==> src/hdl/cbr_pkg.sv <==
package cbr_pkg;

  // Clock and timing
  localparam int CLK_MHZ = 50;
  localparam int CLK_HZ = 50_000_000;
  // Rates of the controlled domains; this model runs on sys_clk alone
  localparam int CPU_CLK_KHZ = 500_000;
  localparam int DRAM_CLK_KHZ = 312_500;
  localparam int SUBSYS_CLK_KHZ = 250_000;
  localparam int STRAP_DELAY_NS = 80;
  localparam logic [2:0] STRAP_DELAY_CYC =
    3'((STRAP_DELAY_NS * CLK_MHZ + 999) / 1000);
  localparam int RST_PULSE_NS = 160;
  localparam logic [3:0] RST_PULSE_CYC =
    4'((RST_PULSE_NS * CLK_MHZ + 999) / 1000);
  localparam int WDT_TIMEOUT_S = 2;
  localparam int WDT_CYCLES = WDT_TIMEOUT_S * CLK_HZ;
  localparam int WDT_CNT_W = 27;
  // Arbitrary key value
  localparam logic [7:0] WATCHDOG_LOCK_DEF = 8'hA5;

  // Register indices on the device port, except REG_HOST, which the host answers itself
  localparam logic [2:0] REG_GEN = 3'h0;
  localparam logic [2:0] REG_CORE = 3'h1;
  localparam logic [2:0] REG_CHIP = 3'h2;
  localparam logic [2:0] REG_WDT = 3'h3;
  localparam logic [2:0] REG_SCRATCH = 3'h4;
  localparam logic [2:0] REG_ALT = 3'h5;
  localparam logic [2:0] REG_HOST = 3'h7;

  // General control fields
  localparam int GEN_OWNER = 0;
  localparam int GEN_BOOT = 1;
  localparam int GEN_CPU_DISABLE = 2;
  localparam int GEN_BE = 3;
  localparam int GEN_MGMT = 4;
  // Core reset control fields
  localparam int CORE_FORCE = 0;
  localparam int CORE_CPU_ONLY = 1;
  localparam int CORE_PROTECT = 2;
  // Chip soft reset fields
  localparam int CHIP_ALL = 0;
  localparam int CHIP_SWITCH = 1;
  // Watchdog fields
  localparam int WDT_ENA = 0;
  localparam int WDT_CAUSE = 1;
  localparam int WATCHDOG_LOCK_LO = 8;
  // Host control fields
  localparam int HOST_DMA_ENA = 0;

  // Strap codes
  localparam logic [3:0] STRAP_SI_LE = 4'h0;
  localparam logic [3:0] STRAP_PCIE = 4'h9;
  localparam logic [3:0] STRAP_MGMT0 = 4'hA;
  localparam logic [3:0] STRAP_MGMT31 = 4'hB;
  localparam logic [3:0] STRAP_SI_BE = 4'hC;

  typedef enum logic {CBR_STRAP, CBR_RUN} cbr_dev_st_t;
  typedef enum logic [1:0] {CBR_IDLE, CBR_FWD, CBR_READBACK} cbr_host_st_t;

  // Returns the general control reset image {mgmt, be, dis, boot, owner}
  function automatic logic [4:0] cbr_strap_decode(input logic [3:0] v);
    logic [4:0] r;
    r = 5'h06;
    if (v == STRAP_SI_LE) begin
      r = 5'h03;
    end else if (v == STRAP_SI_BE) begin
      r = 5'h0B;
    end else if (v == STRAP_MGMT0 || v == STRAP_MGMT31) begin
      r = 5'h16;
    end else if (v == STRAP_PCIE) begin
      r = 5'h06;
    end
    return r;
  endfunction

endpackage

==> src/hdl/cbr_reg_if.sv <==
`timescale 1ns/10ps
`default_nettype none
interface cbr_reg_if;
  logic req;
  logic we;
  logic [2:0] addr;
  logic [31:0] wdata;
  logic ack;
  logic [31:0] rdata;
  modport dev (input req, we, addr, wdata, output ack, rdata);
  modport host (output req, we, addr, wdata, input ack, rdata);
endinterface
`default_nettype wire

==> src/hdl/cbr_watchdog.sv <==
`timescale 1ns/10ps
`default_nettype none
module cbr_watchdog #(
  parameter int CYCLES = cbr_pkg::WDT_CYCLES
) (
  // Clock and reset
  input wire logic sys_clk,
  input wire logic reset_n,
  // Control
  input wire logic enable,
  input wire logic kick,
  // Timeout pulse
  output logic expired
);
  import cbr_pkg::*;

  typedef struct packed {
    logic [WDT_CNT_W-1:0] cnt;
    logic fire;
  } cbr_wdt_t;

  cbr_wdt_t s;
  cbr_wdt_t next_s;

  always_comb begin
    next_s = s;
    next_s.fire = 1'b0;
    if (!enable || kick) begin
      next_s.cnt = '0;
    end else if (s.cnt == WDT_CNT_W'(CYCLES - 1)) begin
      next_s.cnt = '0;
      next_s.fire = 1'b1;
    end else begin
      next_s.cnt = s.cnt + 1'b1;
    end
  end

  always_ff @(posedge sys_clk or negedge reset_n) begin
    if (!reset_n) begin
      s <= '0;
    end else begin
      s <= next_s;
    end
  end

  assign expired = s.fire;
endmodule
`default_nettype wire

==> src/hdl/cbr_device.sv <==
// The implementer's own choices: the register offsets and the Wishbone register port.
`timescale 1ns/10ps
`default_nettype none
module cbr_device #(
  parameter int WDT_CYCLES = cbr_pkg::WDT_CYCLES,
  parameter logic [7:0] WATCHDOG_LOCK = cbr_pkg::WATCHDOG_LOCK_DEF
) (
  // Clock and reset
  input wire logic sys_clk,
  input wire logic reset_n,
  // Register port toward the host
  cbr_reg_if.dev bus,
  // Pins
  input wire logic [3:0] strap_pins,
  input wire logic debug_select_n,
  // Reset outputs
  output logic cpu_reset,
  output logic subsystem_reset,
  output logic chip_reset,
  output logic serdes_pll_reset,
  // Configuration outputs
  output logic cpu_run,
  output logic cpu_big_endian_enable,
  output logic boot_map_active,
  output logic serial_iface_owner,
  output logic serial_slave_enable,
  output logic mgmt_slave_enable,
  output logic cpu_debug_port_sel
);
  import cbr_pkg::*;

  typedef struct packed {
    cbr_dev_st_t st;
    logic [2:0] dly;
    logic [3:0] strap_s1;
    logic [3:0] strap_s2;
    logic [3:0] strap_lat;
    logic dbg_s1;
    logic dbg_s2;
    logic [4:0] gen;
    logic cpu_only;
    logic protect;
    logic wdt_en;
    logic wdt_cause;
    logic kick;
    logic lock_err;
    logic [31:0] scratch;
    logic [31:0] alt;
    logic [3:0] rst_cnt;
    logic rst_cpu;
    logic rst_sub;
    logic rst_chip;
    logic rst_serdes;
    logic map_boot;
    logic ack;
    logic [31:0] rdata;
    logic run;
    logic ser_slave;
    logic dbg_cpu;
  } cbr_dev_t;

  cbr_dev_t s;
  cbr_dev_t next_s;
  logic wdt_fire;

  cbr_watchdog #(
    .CYCLES(WDT_CYCLES)
  ) u_wdt (
    .sys_clk(sys_clk),
    .reset_n(reset_n),
    .enable(s.wdt_en),
    .kick(s.kick),
    .expired(wdt_fire)
  );

  always_comb begin
    logic ev_force;
    logic ev_chip;
    logic ev_switch;
    logic from_wdt;
    ev_force = 1'b0;
    ev_chip = 1'b0;
    ev_switch = 1'b0;
    from_wdt = 1'b0;
    next_s = s;
    next_s.ack = 1'b0;
    next_s.kick = 1'b0;
    next_s.lock_err = 1'b0;
    next_s.strap_s1 = strap_pins;
    next_s.strap_s2 = s.strap_s1;
    next_s.dbg_s1 = debug_select_n;
    next_s.dbg_s2 = s.dbg_s1;
    next_s.dbg_cpu = ~s.dbg_s2;
    case (s.st)
      CBR_STRAP: begin
        // Straps settle a few cycles after release before being caught
        if (s.dly == STRAP_DELAY_CYC - 3'h1) begin
          next_s.strap_lat = s.strap_s2;
          next_s.gen = cbr_strap_decode(s.strap_s2);
          next_s.st = CBR_RUN;
        end else begin
          next_s.dly = s.dly + 3'h1;
        end
      end
      CBR_RUN: begin
        if (bus.req && !s.ack) begin
          next_s.ack = 1'b1;
          next_s.rdata = '0;
          if (bus.we) begin
            if (bus.addr == REG_GEN) begin
              next_s.gen = bus.wdata[4:0];
            end else if (bus.addr == REG_CORE) begin
              next_s.cpu_only = bus.wdata[CORE_CPU_ONLY];
              next_s.protect = bus.wdata[CORE_PROTECT];
              ev_force = bus.wdata[CORE_FORCE];
            end else if (bus.addr == REG_CHIP) begin
              ev_chip = bus.wdata[CHIP_ALL];
              ev_switch = bus.wdata[CHIP_SWITCH];
            end else if (bus.addr == REG_WDT) begin
              // A write with the right key both sets enable and restarts
              if (bus.wdata[WATCHDOG_LOCK_LO +: 8] == WATCHDOG_LOCK) begin
                next_s.wdt_en = bus.wdata[WDT_ENA];
                next_s.kick = 1'b1;
              end else begin
                next_s.lock_err = 1'b1;
              end
            end else if (bus.addr == REG_SCRATCH) begin
              next_s.scratch = bus.wdata;
            end else if (bus.addr == REG_ALT) begin
              next_s.alt = bus.wdata;
            end
          end else begin
            if (bus.addr == REG_GEN) begin
              next_s.rdata = {27'h0, s.gen};
              next_s.map_boot = s.gen[GEN_BOOT];
            end else if (bus.addr == REG_CORE) begin
              next_s.rdata = {29'h0, s.protect, s.cpu_only, 1'b0};
            end else if (bus.addr == REG_WDT) begin
              next_s.rdata = {30'h0, s.wdt_cause, s.wdt_en};
            end else if (bus.addr == REG_SCRATCH) begin
              next_s.rdata = s.scratch;
            end else if (bus.addr == REG_ALT) begin
              next_s.rdata = s.alt;
            end
          end
        end
        from_wdt = wdt_fire | s.lock_err;
        ev_force = ev_force | from_wdt;
        if (s.rst_cnt != 4'h0) begin
          // Triggers during a running pulse are absorbed by it
          next_s.rst_cnt = s.rst_cnt - 4'h1;
          if (s.rst_cnt == 4'h1) begin
            next_s.rst_cpu = 1'b0;
            next_s.rst_sub = 1'b0;
            next_s.rst_chip = 1'b0;
            next_s.rst_serdes = 1'b0;
          end
        end else if (ev_force) begin
          next_s.rst_cnt = RST_PULSE_CYC;
          next_s.rst_cpu = 1'b1;
          next_s.rst_sub = ~s.cpu_only;
          next_s.wdt_cause = from_wdt;
          next_s.wdt_en = 1'b0;
          if (!s.cpu_only) begin
            // Owner and management enable stay: those slaves sit outside
            next_s.gen[GEN_BOOT] = 1'b1;
            next_s.map_boot = 1'b1;
          end
        end else if (ev_chip || ev_switch) begin
          next_s.rst_cnt = RST_PULSE_CYC;
          next_s.rst_chip = 1'b1;
          next_s.rst_serdes = ev_chip;
          if (!s.protect) begin
            next_s.rst_cpu = 1'b1;
            next_s.rst_sub = 1'b1;
            next_s.wdt_cause = 1'b0;
            next_s.wdt_en = 1'b0;
            next_s.gen = cbr_strap_decode(s.strap_lat);
            next_s.map_boot = 1'b1;
            next_s.cpu_only = 1'b0;
            next_s.protect = 1'b0;
            // Scratch and pin function words are left as they are
            next_s.scratch = s.scratch;
          end
        end
      end
      default: begin
        next_s.st = CBR_STRAP;
      end
    endcase
    next_s.run = ~next_s.gen[GEN_CPU_DISABLE] & ~next_s.rst_cpu;
    next_s.ser_slave = ~next_s.gen[GEN_OWNER];
  end

  // Only an external reset clears the scratch and pin function words
  always_ff @(posedge sys_clk or negedge reset_n) begin
    if (!reset_n) begin
      s <= '0;
      s.st <= CBR_STRAP;
      s.gen <= 5'h06;
      s.map_boot <= 1'b1;
      s.dbg_s1 <= 1'b1;
      s.dbg_s2 <= 1'b1;
      s.ser_slave <= 1'b1;
    end else begin
      s <= next_s;
    end
  end

  assign bus.ack = s.ack;
  assign bus.rdata = s.rdata;
  assign cpu_reset = s.rst_cpu;
  assign subsystem_reset = s.rst_sub;
  assign chip_reset = s.rst_chip;
  assign serdes_pll_reset = s.rst_serdes;
  assign cpu_run = s.run;
  assign cpu_big_endian_enable = s.gen[GEN_BE];
  assign boot_map_active = s.map_boot;
  assign serial_iface_owner = s.gen[GEN_OWNER];
  assign serial_slave_enable = s.ser_slave;
  assign mgmt_slave_enable = s.gen[GEN_MGMT];
  assign cpu_debug_port_sel = s.dbg_cpu;
endmodule
`default_nettype wire

==> src/flat_wrapper.sv <==
// flat-port wrapper written by rule: the top's interface ports become plain ports
module cbr_device_flat import cbr_pkg::*;
#(
  parameter int WDT_CYCLES = cbr_pkg::WDT_CYCLES,
  parameter logic [7:0] WATCHDOG_LOCK = cbr_pkg::WATCHDOG_LOCK_DEF
)
  (sys_clk, reset_n, strap_pins, debug_select_n, cpu_reset, subsystem_reset, chip_reset, serdes_pll_reset, cpu_run, cpu_big_endian_enable, boot_map_active, serial_iface_owner, serial_slave_enable, mgmt_slave_enable, cpu_debug_port_sel, bus_req, bus_we, bus_addr, bus_wdata, bus_ack, bus_rdata);
  cbr_reg_if bus_i ();
  input wire logic sys_clk;
  input wire logic reset_n;
  input wire logic [3:0] strap_pins;
  input wire logic debug_select_n;
  output logic cpu_reset;
  output logic subsystem_reset;
  output logic chip_reset;
  output logic serdes_pll_reset;
  output logic cpu_run;
  output logic cpu_big_endian_enable;
  output logic boot_map_active;
  output logic serial_iface_owner;
  output logic serial_slave_enable;
  output logic mgmt_slave_enable;
  output logic cpu_debug_port_sel;
  input wire logic [$bits(bus_i.req)-1:0] bus_req;
  input wire logic [$bits(bus_i.we)-1:0] bus_we;
  input wire logic [$bits(bus_i.addr)-1:0] bus_addr;
  input wire logic [$bits(bus_i.wdata)-1:0] bus_wdata;
  output wire logic [$bits(bus_i.ack)-1:0] bus_ack;
  output wire logic [$bits(bus_i.rdata)-1:0] bus_rdata;
  assign bus_i.req = bus_req;
  assign bus_i.we = bus_we;
  assign bus_i.addr = bus_addr;
  assign bus_i.wdata = bus_wdata;
  assign bus_ack = bus_i.ack;
  assign bus_rdata = bus_i.rdata;
  cbr_device #(.WDT_CYCLES(WDT_CYCLES), .WATCHDOG_LOCK(WATCHDOG_LOCK)) u_core (.sys_clk(sys_clk), .reset_n(reset_n), .bus(bus_i), .strap_pins(strap_pins), .debug_select_n(debug_select_n), .cpu_reset(cpu_reset), .subsystem_reset(subsystem_reset), .chip_reset(chip_reset), .serdes_pll_reset(serdes_pll_reset), .cpu_run(cpu_run), .cpu_big_endian_enable(cpu_big_endian_enable), .boot_map_active(boot_map_active), .serial_iface_owner(serial_iface_owner), .serial_slave_enable(serial_slave_enable), .mgmt_slave_enable(mgmt_slave_enable), .cpu_debug_port_sel(cpu_debug_port_sel));
endmodule
==> config.mk <==
export PLATFORM = sky130hd
export DESIGN_NAME = cbr_device_flat
export DESIGN_NICKNAME = d
export VERILOG_FILES = /design/src/hdl/cbr_pkg.sv /design/src/hdl/cbr_reg_if.sv /design/src/hdl/cbr_watchdog.sv /design/src/hdl/cbr_device.sv /design/src/flat_wrapper.sv
export SDC_FILE = /design/constraint.sdc
export NUM_CORES = 1
export LEC_CHECK = 0
export ABC_AREA = 1
export BUFFER_PORTS_ARGS = -buffer_cell sky130_fd_sc_hd__buf_2
export CORE_UTILIZATION = 35
export DETAILED_ROUTE_END_ITERATION = 8
export MAX_ROUTING_LAYER = met4
export PLACE_DENSITY_LB_ADDON = 0.25
export SLEW_MARGIN = 25
export SYNTH_ARGS = -nofsm -noshare
export SYNTH_HDL_FRONTEND = slang
export SYNTH_SLANG_ARGS = --single-unit
==> constraint.sdc <==
create_clock -name sys_clk -period 2.7 [get_ports sys_clk]
set_input_delay 0.135 -clock sys_clk [delete_from_list [all_inputs] [get_ports sys_clk]]
set_output_delay 0.135 -clock sys_clk [all_outputs]
set_load 0.01 [all_outputs]
Word level (Yosys, flattened, before mapping)
Index checks and enable logic that the tools add are counted.
W data, S select, Z words.
{"block": "totals", "inputBits": 44, "out_inout_bits": 44, "regBits": 166, "elab_cells": 178}
{"block": "classes", "n_reduce_logical": 23, "n_addsub": 3, "bitwise_logic": 16, "muxes": 85, "n_eq_ne": 21}
{"cell": "$mux W32", "n": 13}
{"cell": "$mux W66", "n": 5}
{"cell": "$mux W108", "n": 1}
{"cell": "$mux W64", "n": 1}
{"cell": "$mux W27", "n": 2}
{"cell": "$mux W5", "n": 8}
{"cell": "$mux W9", "n": 4}
{"cell": "$mux W1", "n": 34}
{"cell": "$mux W34", "n": 1}
{"cell": "$add A27 B1 Y27 const B", "n": 1}
{"cell": "$eq A27 B27 Y1 const B", "n": 1}
{"cell": "$eq A4 B4 Y1 const B", "n": 6}
{"cell": "$mux W8", "n": 3}
{"cell": "$not A1 Y1", "n": 13}
{"cell": "$mux W3", "n": 4}
{"cell": "$reduce_and A4 Y1", "n": 3}
{"cell": "$mux W2", "n": 5}
{"cell": "$pmux W5 S2", "n": 1}
{"cell": "$reduce_and A2 Y1", "n": 5}
{"cell": "$eq A3 B2 Y1 const B", "n": 3}
{"cell": "$reduce_and A9 Y1", "n": 1}
{"cell": "$eq A8 B8 Y1 const B", "n": 1}
{"cell": "$logic_not A4 Y1", "n": 2}
{"cell": "$mux W4", "n": 2}
{"cell": "19 further kinds", "n": 28}

Logic depth before layout (Yosys ltp)
Gate-level depths: netlist of the first run.
{"block": "logic_depth", "ltp_word": 16, "mapped_depth": 11, "depth_no_buf": 11}

Cells and area by module
From an unflattened synthesis of the first run, not the netlist that was laid out.
{"block": "unflattened", "cells_unflattened": 953, "area_unflattened_um2": 7865.0}
{"module": "cbr_device", "area_each_um2": 6223.5, "cells_each": 727, "instances": 1}
{"module": "cbr_watchdog", "area_each_um2": 1641.6, "cells_each": 226, "instances": 1}

Worst setup path after synthesis of the first run
OpenSTA, ideal clock, no wires.
{"block": "synth_timing", "path_type": "reg-to-reg", "startpoint": "register u_core.s[134] (netlist name)", "endpoint": "register u_core.s (netlist bit u_core.cpu_run)", "path_slack_ns": 1.177, "arrival_time_ns": 1.407, "path_stages_with_launch": 10, "t_required_ns": 2.584, "cell_sequence": "dfrtp_1 -> ha_1 -> ha_1 -> inv_1 -> nor2_1 -> inv_1 -> nor2_1 -> a21oi_1 -> nand3_1 -> nor2_1"}
{"item": "start: declaration", "line_no": "cbr_device.sv:62", "source": "cbr_dev_t s;"}
{"item": "start signal: assignment", "line_no": "cbr_device.sv:206", "source": "s <= next_s;"}

Final worst setup path of the first run
{"block": "layout_timing", "startpoint": "register u_core.s[137] (netlist name)", "endpoint": "register u_core.s (netlist bit u_core.bus.rdata[1])"}
{"block": "layout_via", "elab_chain_cells": 1}
{"item": "$reduce_and A2 Y1 (no line)"}
Every way passes these cells.
A chain may end at the register's enable or synchronous reset.

==> results of run 1 <==
## cell families (layout without fill, tap and decap cells)
group	count (synthesis)	after routing	share of synthesized area (%)
AO/OA/AOI/OAI	137	137	10.62
AND/OR/NAND/NOR	444	444	23.78
buffers and inverters	162	259	9.538
flip-flops	166	166	53.77
XOR/XNOR	16	16	1.810
adder cells (fa/ha/maj)	3	3	0.4850
## placed cells by master (no fill, tap or decap), types with 2 or more instances in the layout
cell type	Yosys	routed
a21oi_1	13	13
a22o_1	30	30
a31oi_1	2	2
buf_12	0	3
buf_2	8	86
buf_4	32	8
clkbuf_16	0	17
clkbuf_8	0	4
clkinv_1	4	4
clkinv_2	0	3
clkinv_4	0	2
clkinvlp_4	0	2
dfrtp_1	160	160
dfstp_2	6	6
dlygate4sd3_1	0	31
ha_1	3	3
inv_1	92	92
inv_2	2	2
inv_6	0	2
nand2_1	246	244
nand2_2	0	2
nand3_1	73	73
nand4_1	10	10
nor2_1	87	86
nor2_2	5	6
nor3_1	17	17
nor4_1	2	2
o211ai_1	4	4
o21ai_0	23	23
o21ai_1	60	60
xnor2_1	4	4
xor2_1	12	12
## final cells by class
type,instances,area [um2],area share [%]
tap,280,350.3,3.817
timing repair buffer,129,872.1,9.501
clock buffer,22,484.2,5.275
inverter,98,367.9,4.008
clock inverter,10,95.09,1.036
sequential,166,4161,45.34
multi-input combinational,600,2848,31.03
## worst reg2reg max path, stage by stage (launching register included)
cell and delay [ns]:
dfrtp_1 0.65, inv_1 0.32, nor2_1 0.23, inv_2 0.06, nor2_2 0.13, buf_4 0.25
o21ai_0 0.12, a21oi_1 0.13, o31ai_1 0.09, nand2_1 0.07
## through the flow
step / total power [W] / instances / hold slack, ns / cell area [um2]
detailed placement: 0.003926 / 1242 / 0.2408 / 8289
global route: 0.006649 / 1305 / 0.01786 / 9179
finish: 0.006280 / 1305 / 0.01369 / 9179
CTS: 0.006371 / 1305 / 0.0003667 / 9179
floorplan: 0.003593 / 928 / -0.1606 / 7740
global placement: 0.003910 / 1242 / 0.2419 / 8289
## cell usage after synthesis (all sizes together), types with 6 or more instances
library cell,instances,area [um2]
clkbuf,24,90.09
a21oi,13,65.06
dfstp,6,157.7
nand3,74,375.4
inv,94,352.8
nor3,18,95.09
nand4,10,62.56
nor2,92,357.8
a22o,30,262.8
buf,40,280.3
o21ai,83,415.4
dfrtp,160,4004
xor2,12,105.1
nand2,246,923.4
## routing by layer
layer,GRT usage (%),part of all wire (%)
met1,24.14,49
met2,27.70,46
met3,3.394,3.7
met4,5.250,1.1
met5,-,0
## power groups by stage
stage | clock network, W | registers, W | logic (W)
after floorplan | 0 | 0.00303 | 0.000560
after global placement | 0 | 0.00305 | 0.000861
after detailed placement | 0 | 0.00306 | 0.000870
after CTS | 0.00245 | 0.00301 | 0.000908
after global routing | 0.00255 | 0.00306 | 0.00104
final | 0.00237 | 0.00301 | 0.000892
## path summary, 6_finish.rpt
kind	to	start	cells past startpoint	slack, ns
setup reg to reg	u_core.bus.rdata[1]$_DFFE_PN0P_	u_core.s[137]$_DFF_PN0_	9	0.59
setup / recovery	u_core.bus.rdata[1]$_DFFE_PN0P_	u_core.s[137]$_DFF_PN0_	9	0.59
hold reg to reg	u_core.s[126]$_DFF_PN0_	u_core.next_s[126]$_DFF_PN0_	0	0.35
hold / removal	u_core.s[73]$_DFFE_PN0P_	bus_wdata[28]	3	0.01
min in group asynchronous	u_core.s[51]$_DFFE_PN0P_	reset_n	2	0.32
max in group asynchronous	u_core.serial_slave_enable$_DFF_PN1_	reset_n	3	1.59
## timing repair
action,in CTS,in global routing
setup endpoints to repair,0,0
hold buffers,31,0
endpoints found under the hold margin,129,0
==> impl_metrics.py, run 1 <==
metrics = {
    "pwr": {
        "seqPwrFrac_pct": 48.0,
        "max-vdd-ir-drop_v": 0.0003902,
        "power_frac_clock_pct": 37.8,
        "switching_power_w": 0.001726,
        "intPower_w": 0.004553,
        "p_per_area_mw_per_mm2": 684.2,
        "leakagePower_nw": 4.550,
        "power.share.switching_pct": 27.49,
        "combPwrFrac_pct": 14.2,
    },
    "place": {
        "dp_hpwl_um": 12650,
        "gp_congestion": 0.8727,
        "port_buffers": 87,
        "place_ws_ns": 0.6463,
    },
    "floorplan": {
        "ios": 88,
        "die_w_um": 150.7,
        "dieArea_mm2": 0.02271,
        "die_h_um": 150.7,
        "rows": 54,
        "initial_core_util_pct": 35.58,
        "fp.coreArea_mm2": 0.02176,
    },
    "synthesis": {
        "yosys_most_used_dff": "dfrtp_1",
        "synth_cell_type_count": 33,
        "syn_avg_cell_area_um2": 8.340,
        "ys_seq_elements": 166,
        "syn-cell-area_mm2": 0.007740,
        "yosys_warnings": 0,
        "synth_nets": 975,
        "async_flop_share_pct": 100.0,
        "synthCells": 928,
        "synth-edff-count": 0,
        "synth-seq-area-share_pct": 53.77,
    },
    "routing": {
        "vias": 6094,
        "viasPerCell": 4.670,
        "drt-pass1-iter-count": 5,
        "routed_wl_um": 18570,
        "drt_drc_violations_left": 0,
        "dr.first_iter.drc_count": 429,
        "ant_nets": 0,
        "wl_per_cell_um": 14.23,
    },
    "clock_network": {
        "cts_tree": "built",
        "clk_path_buf_depth": 2,
        "cts_setup_buffers": 0,
        "numClockSinks": 166,
        "numCtsBuffers": 17,
        "clk_pin_slew_worst_paths_ns": 0.06,
        "clkLatencyLatePin_ns": 0.43,
        "cts-root-buf": "clkbuf_16",
        "htreeDepth": 4,
        "cts_resized": 0,
    },
    "sta": {
        "tightest_slew_ns": 0.7714,
        "drv_slew": 0,
        "slew-limit-headroom_pct": 48.58,
        "setup_viol": 0,
        "min_period_over_period_pct": 78.08,
        "min_period_ns": 2.108,
        "hold_viol_final": 0,
        "setup_ws_ns": 0.5917,
        "rsz0062_at_grt": "no",
        "clock.fmax_mhz": 474.3,
        "finalClockSkew_ns": 0.01141,
        "tns_ns": 0,
    },
    "worst_setup_path": {
        "startpoint_type": "flip-flop",
        "worstPathCellList": "inv_1, nor2_1, inv_2, nor2_2, buf_4, o21ai_0, a21oi_1, o31ai_1, nand2_1",
        "crit_buf_inv": 3,
        "worstPathArrival_ns": 2.47,
        "max_stage_delay_ns": 0.65,
        "critPathKind": "flip-flop to flip-flop",
        "cp-end-kind": "flip-flop",
        "critical-path-slowest-cell": "dfrtp_1",
        "crit_path_max_fanout": 17,
        "crit_family": "flip-flops",
        "worstPathRequired_ns": 3.07,
    },
    "global_routing": {
        "grt_overflow": 0,
        "grt_pass1_wl_um": 30650,
        "track_usage_pct": 18.01,
        "grt_max_degree": 80,
        "grt_pass1_vias": 5992,
        "antenna_found_initial": 0,
    },
    "final_layout": {
        "finalNetCount": 1059,
        "area_growth_pct": 18.59,
        "nFillCells": 2198,
        "final_layout_size_suffix_gt1_share_pct": 14.44,
        "post-route-util_pct": 42.19,
        "n_antenna_cell": 0,
    },
    "flow_run": {
        "cap_violations": 0,
    },
    "outcome": {
        "status": "finished clean",
    },
    "worst_hold_path": {
        "min_path_type": "input pin to flip-flop",
    },
}
Note: power is estimated with default switching activity, not from simulation.
==> inputs of run 2 (changes only) <==
- clock period: 2.7 -> 2.1 ns (I/O delays scaled with it)
==> run 2 against run 1 <==
  * Global-route usage decreased by 0.17 points
  * Via count increased by 0.87%
  * Final area increased by 0.67%
  * Routed wire length decreased by 1.2%
  * Count of clock-buffer cells in the layout decreased by 4
  * Non-clock buffer count increased by 11
  * Sequential power increased by 29%
  * Largest cell class unchanged
==> impl_metrics.py, run 2 (synthesis gave the netlist of run 1 again) <==
metrics = {
    "pwr": {
        "max-vdd-ir-drop_v": 0.0005190,
        "p_per_area_mw_per_mm2": 870.2,
        "leakagePower_nw": 4.581,
    },
    "routing": {
        "ant_nets": 0,
        "viasPerCell": 4.675,
        "routed_wl_um": 18350,
        "wl_per_cell_um": 13.96,
        "top_layer": "met4",
        "vias": 6147,
        "drt-pass1-iter-count": 5,
        "wl_met1_um": 8955,
        "met3_length_um": 753,
        "drt_drc_violations_left": 0,
        "dr.first_iter.drc_count": 364,
        "wl_met2_um": 8404,
    },
    "worst_setup_path": {
        "crit_path_max_fanout": 7,
        "max_stage_delay_ns": 0.37,
        "startpoint_type": "flip-flop",
        "worstPathRequired_ns": 2.39,
        "critical-path-slowest-cell": "dfrtp_1",
        "critPathKind": "flip-flop to flip-flop",
        "worstPathArrival_ns": 2.10,
        "cp-end-kind": "flip-flop",
        "worstPathCellList": "ha_1, nand3_1, inv_1, nand2_1, inv_1, nand4_1, nand3_1, nor2_1",
    },
    "place": {
        "port_buffers": 87,
        "gp_congestion": 0.9029,
        "dp.cells": 1250,
        "dp_hpwl_um": 12790,
    },
    "floorplan": {
        "rows": 54,
        "die_w_um": 150.7,
        "die_h_um": 150.7,
        "dieArea_mm2": 0.02271,
        "initial_core_util_pct": 35.58,
        "fp.coreArea_mm2": 0.02176,
        "ios": 88,
    },
    "clock_network": {
        "cts-root-buf": "clkbuf_16",
        "numClockSinks": 166,
        "cts_tree": "built",
        "numCtsBuffers": 17,
        "htreeDepth": 4,
        "clk_path_buf_depth": 2,
        "clkLatencyLatePin_ns": 0.43,
        "clk_pin_slew_worst_paths_ns": 0.07,
    },
    "sta": {
        "clock.fmax_mhz": 554.7,
        "min_period_ns": 1.803,
        "min_period_over_period_pct": 85.84,
        "tightest_slew_ns": 0.6528,
        "rsz0062_at_grt": "no",
        "finalClockSkew_ns": 0.009786,
        "setup_viol": 0,
        "hold_viol_final": 0,
        "fin_hold_ws_ns": 0.01699,
        "slew-limit-headroom_pct": 56.48,
        "drv_slew": 0,
        "tns_ns": 0,
    },
    "final_layout": {
        "post-route-util_pct": 42.47,
        "layout_commonest_cell": "nand2_1",
        "nFillCells": 2206,
        "finalNetCount": 1070,
        "area_growth_pct": 19.38,
        "n_antenna_cell": 0,
        "final_layout_size_suffix_gt1_share_pct": 15.07,
        "final_cell_mix": "nand2_1, dfrtp_1, inv_1",
        "final_cell_count_no_fill": 1315,
    },
    "global_routing": {
        "track_usage_pct": 17.83,
        "antenna_found_initial": 0,
        "grt_pass1_wl_um": 30500,
        "grt_overflow": 0,
        "grt_max_degree": 67,
        "grt_pass1_vias": 6077,
    },
    "worst_hold_path": {
        "min_path_type": "input pin to flip-flop",
    },
    "outcome": {
        "status": "finished clean",
    },
    "flow_run": {
        "cap_violations": 0,
    },
}
run 2: cell types whose count changed in the layout (fill, tap and decap cells not counted), moves of 2 or more:
cell and delta:
clkinv_4 +2, buf_4 +9, clkbuf_8 -3, dlygate4sd3_1 +3
run 2: worst paths after layout:
check	start	endpoint	slack, ns	depth (start not counted)
min in group asynchronous	reset_n	u_core.bus.rdata[0]$_DFFE_PN0P_	0.24	2
worst max register to register	u_core.u_wdt.s[1]$_DFF_PN0_	u_core.u_wdt.s[23]$_DFF_PN0_	0.30	8
worst max-delay path	u_core.u_wdt.s[1]$_DFF_PN0_	u_core.u_wdt.s[23]$_DFF_PN0_	0.30	8
worst min register to register	u_core.next_s[127]$_DFF_PN0_	u_core.s[127]$_DFF_PN0_	0.35	0
worst min-delay path	bus_wdata[4]	u_core.s[49]$_DFFE_PN0P_	0.02	3
max in group asynchronous	reset_n	u_core.u_wdt.expired$_DFF_PN0_	1.11	3
run 2: stage by stage:
stage	power [W]	worst slack, ns	instance area [um2]
floorplan	0.004619	0.5770	7740
global route	0.008499	0.05129	9240
global placement	0.005041	0.3954	8337
detailed placement	0.005058	0.3090	8337
finish	0.008041	0.2974	9240
CTS	0.008150	0.2883	9240
run 2: layer usage:
layer | track usage (%) | vias up
met5 | - | -
met4 | 5.800 | 0
met3 | 3.303 | 23
met2 | 27.47 | 119
met1 | 23.69 | 2852
li1 | - | 3153
run 2: power breakdown:
group | leakage (nW) | total [W] | internal [W] | switching (W)
Combinational | 2.15 | 0.00115 | 0.000467 | 0.000682
Sequential | 2.16 | 0.00389 | 0.00363 | 0.000257
Clock | 0.269 | 0.00300 | 0.00167 | 0.00134
run 2: cell type report:
type	instances	area [um2]	share of cell area, %
Sequential cell	166	4161	45.04
Multi-Input combinational cell	600	2848	30.82
Timing Repair Buffer	140	949.7	10.28
Clock buffer	18	439.2	4.753
Inverter	98	367.9	3.981
Tap cell	280	350.3	3.791
Clock inverter	13	123.9	1.341
run 2: worst max-delay path: cells and delay by family, from the launching register on:
| family | cells | cell delay, ns |
|---|---|---|
| fa+ha+maj | 1 | 0.25 |
| buf+inv | 2 | 0.25 |
| flops | 1 | 0.37 |
| simple gates | 5 | 0.80 |
run 2: timing repair:
item | 4_1_cts | 5_1_grt
endpoints found under the setup margin | 0 | 0
hold buffers | 34 | 0
setup buffers | 0 | 0
gates resized for setup | 0 | 0
endpoints found under the hold margin | 118 | 0
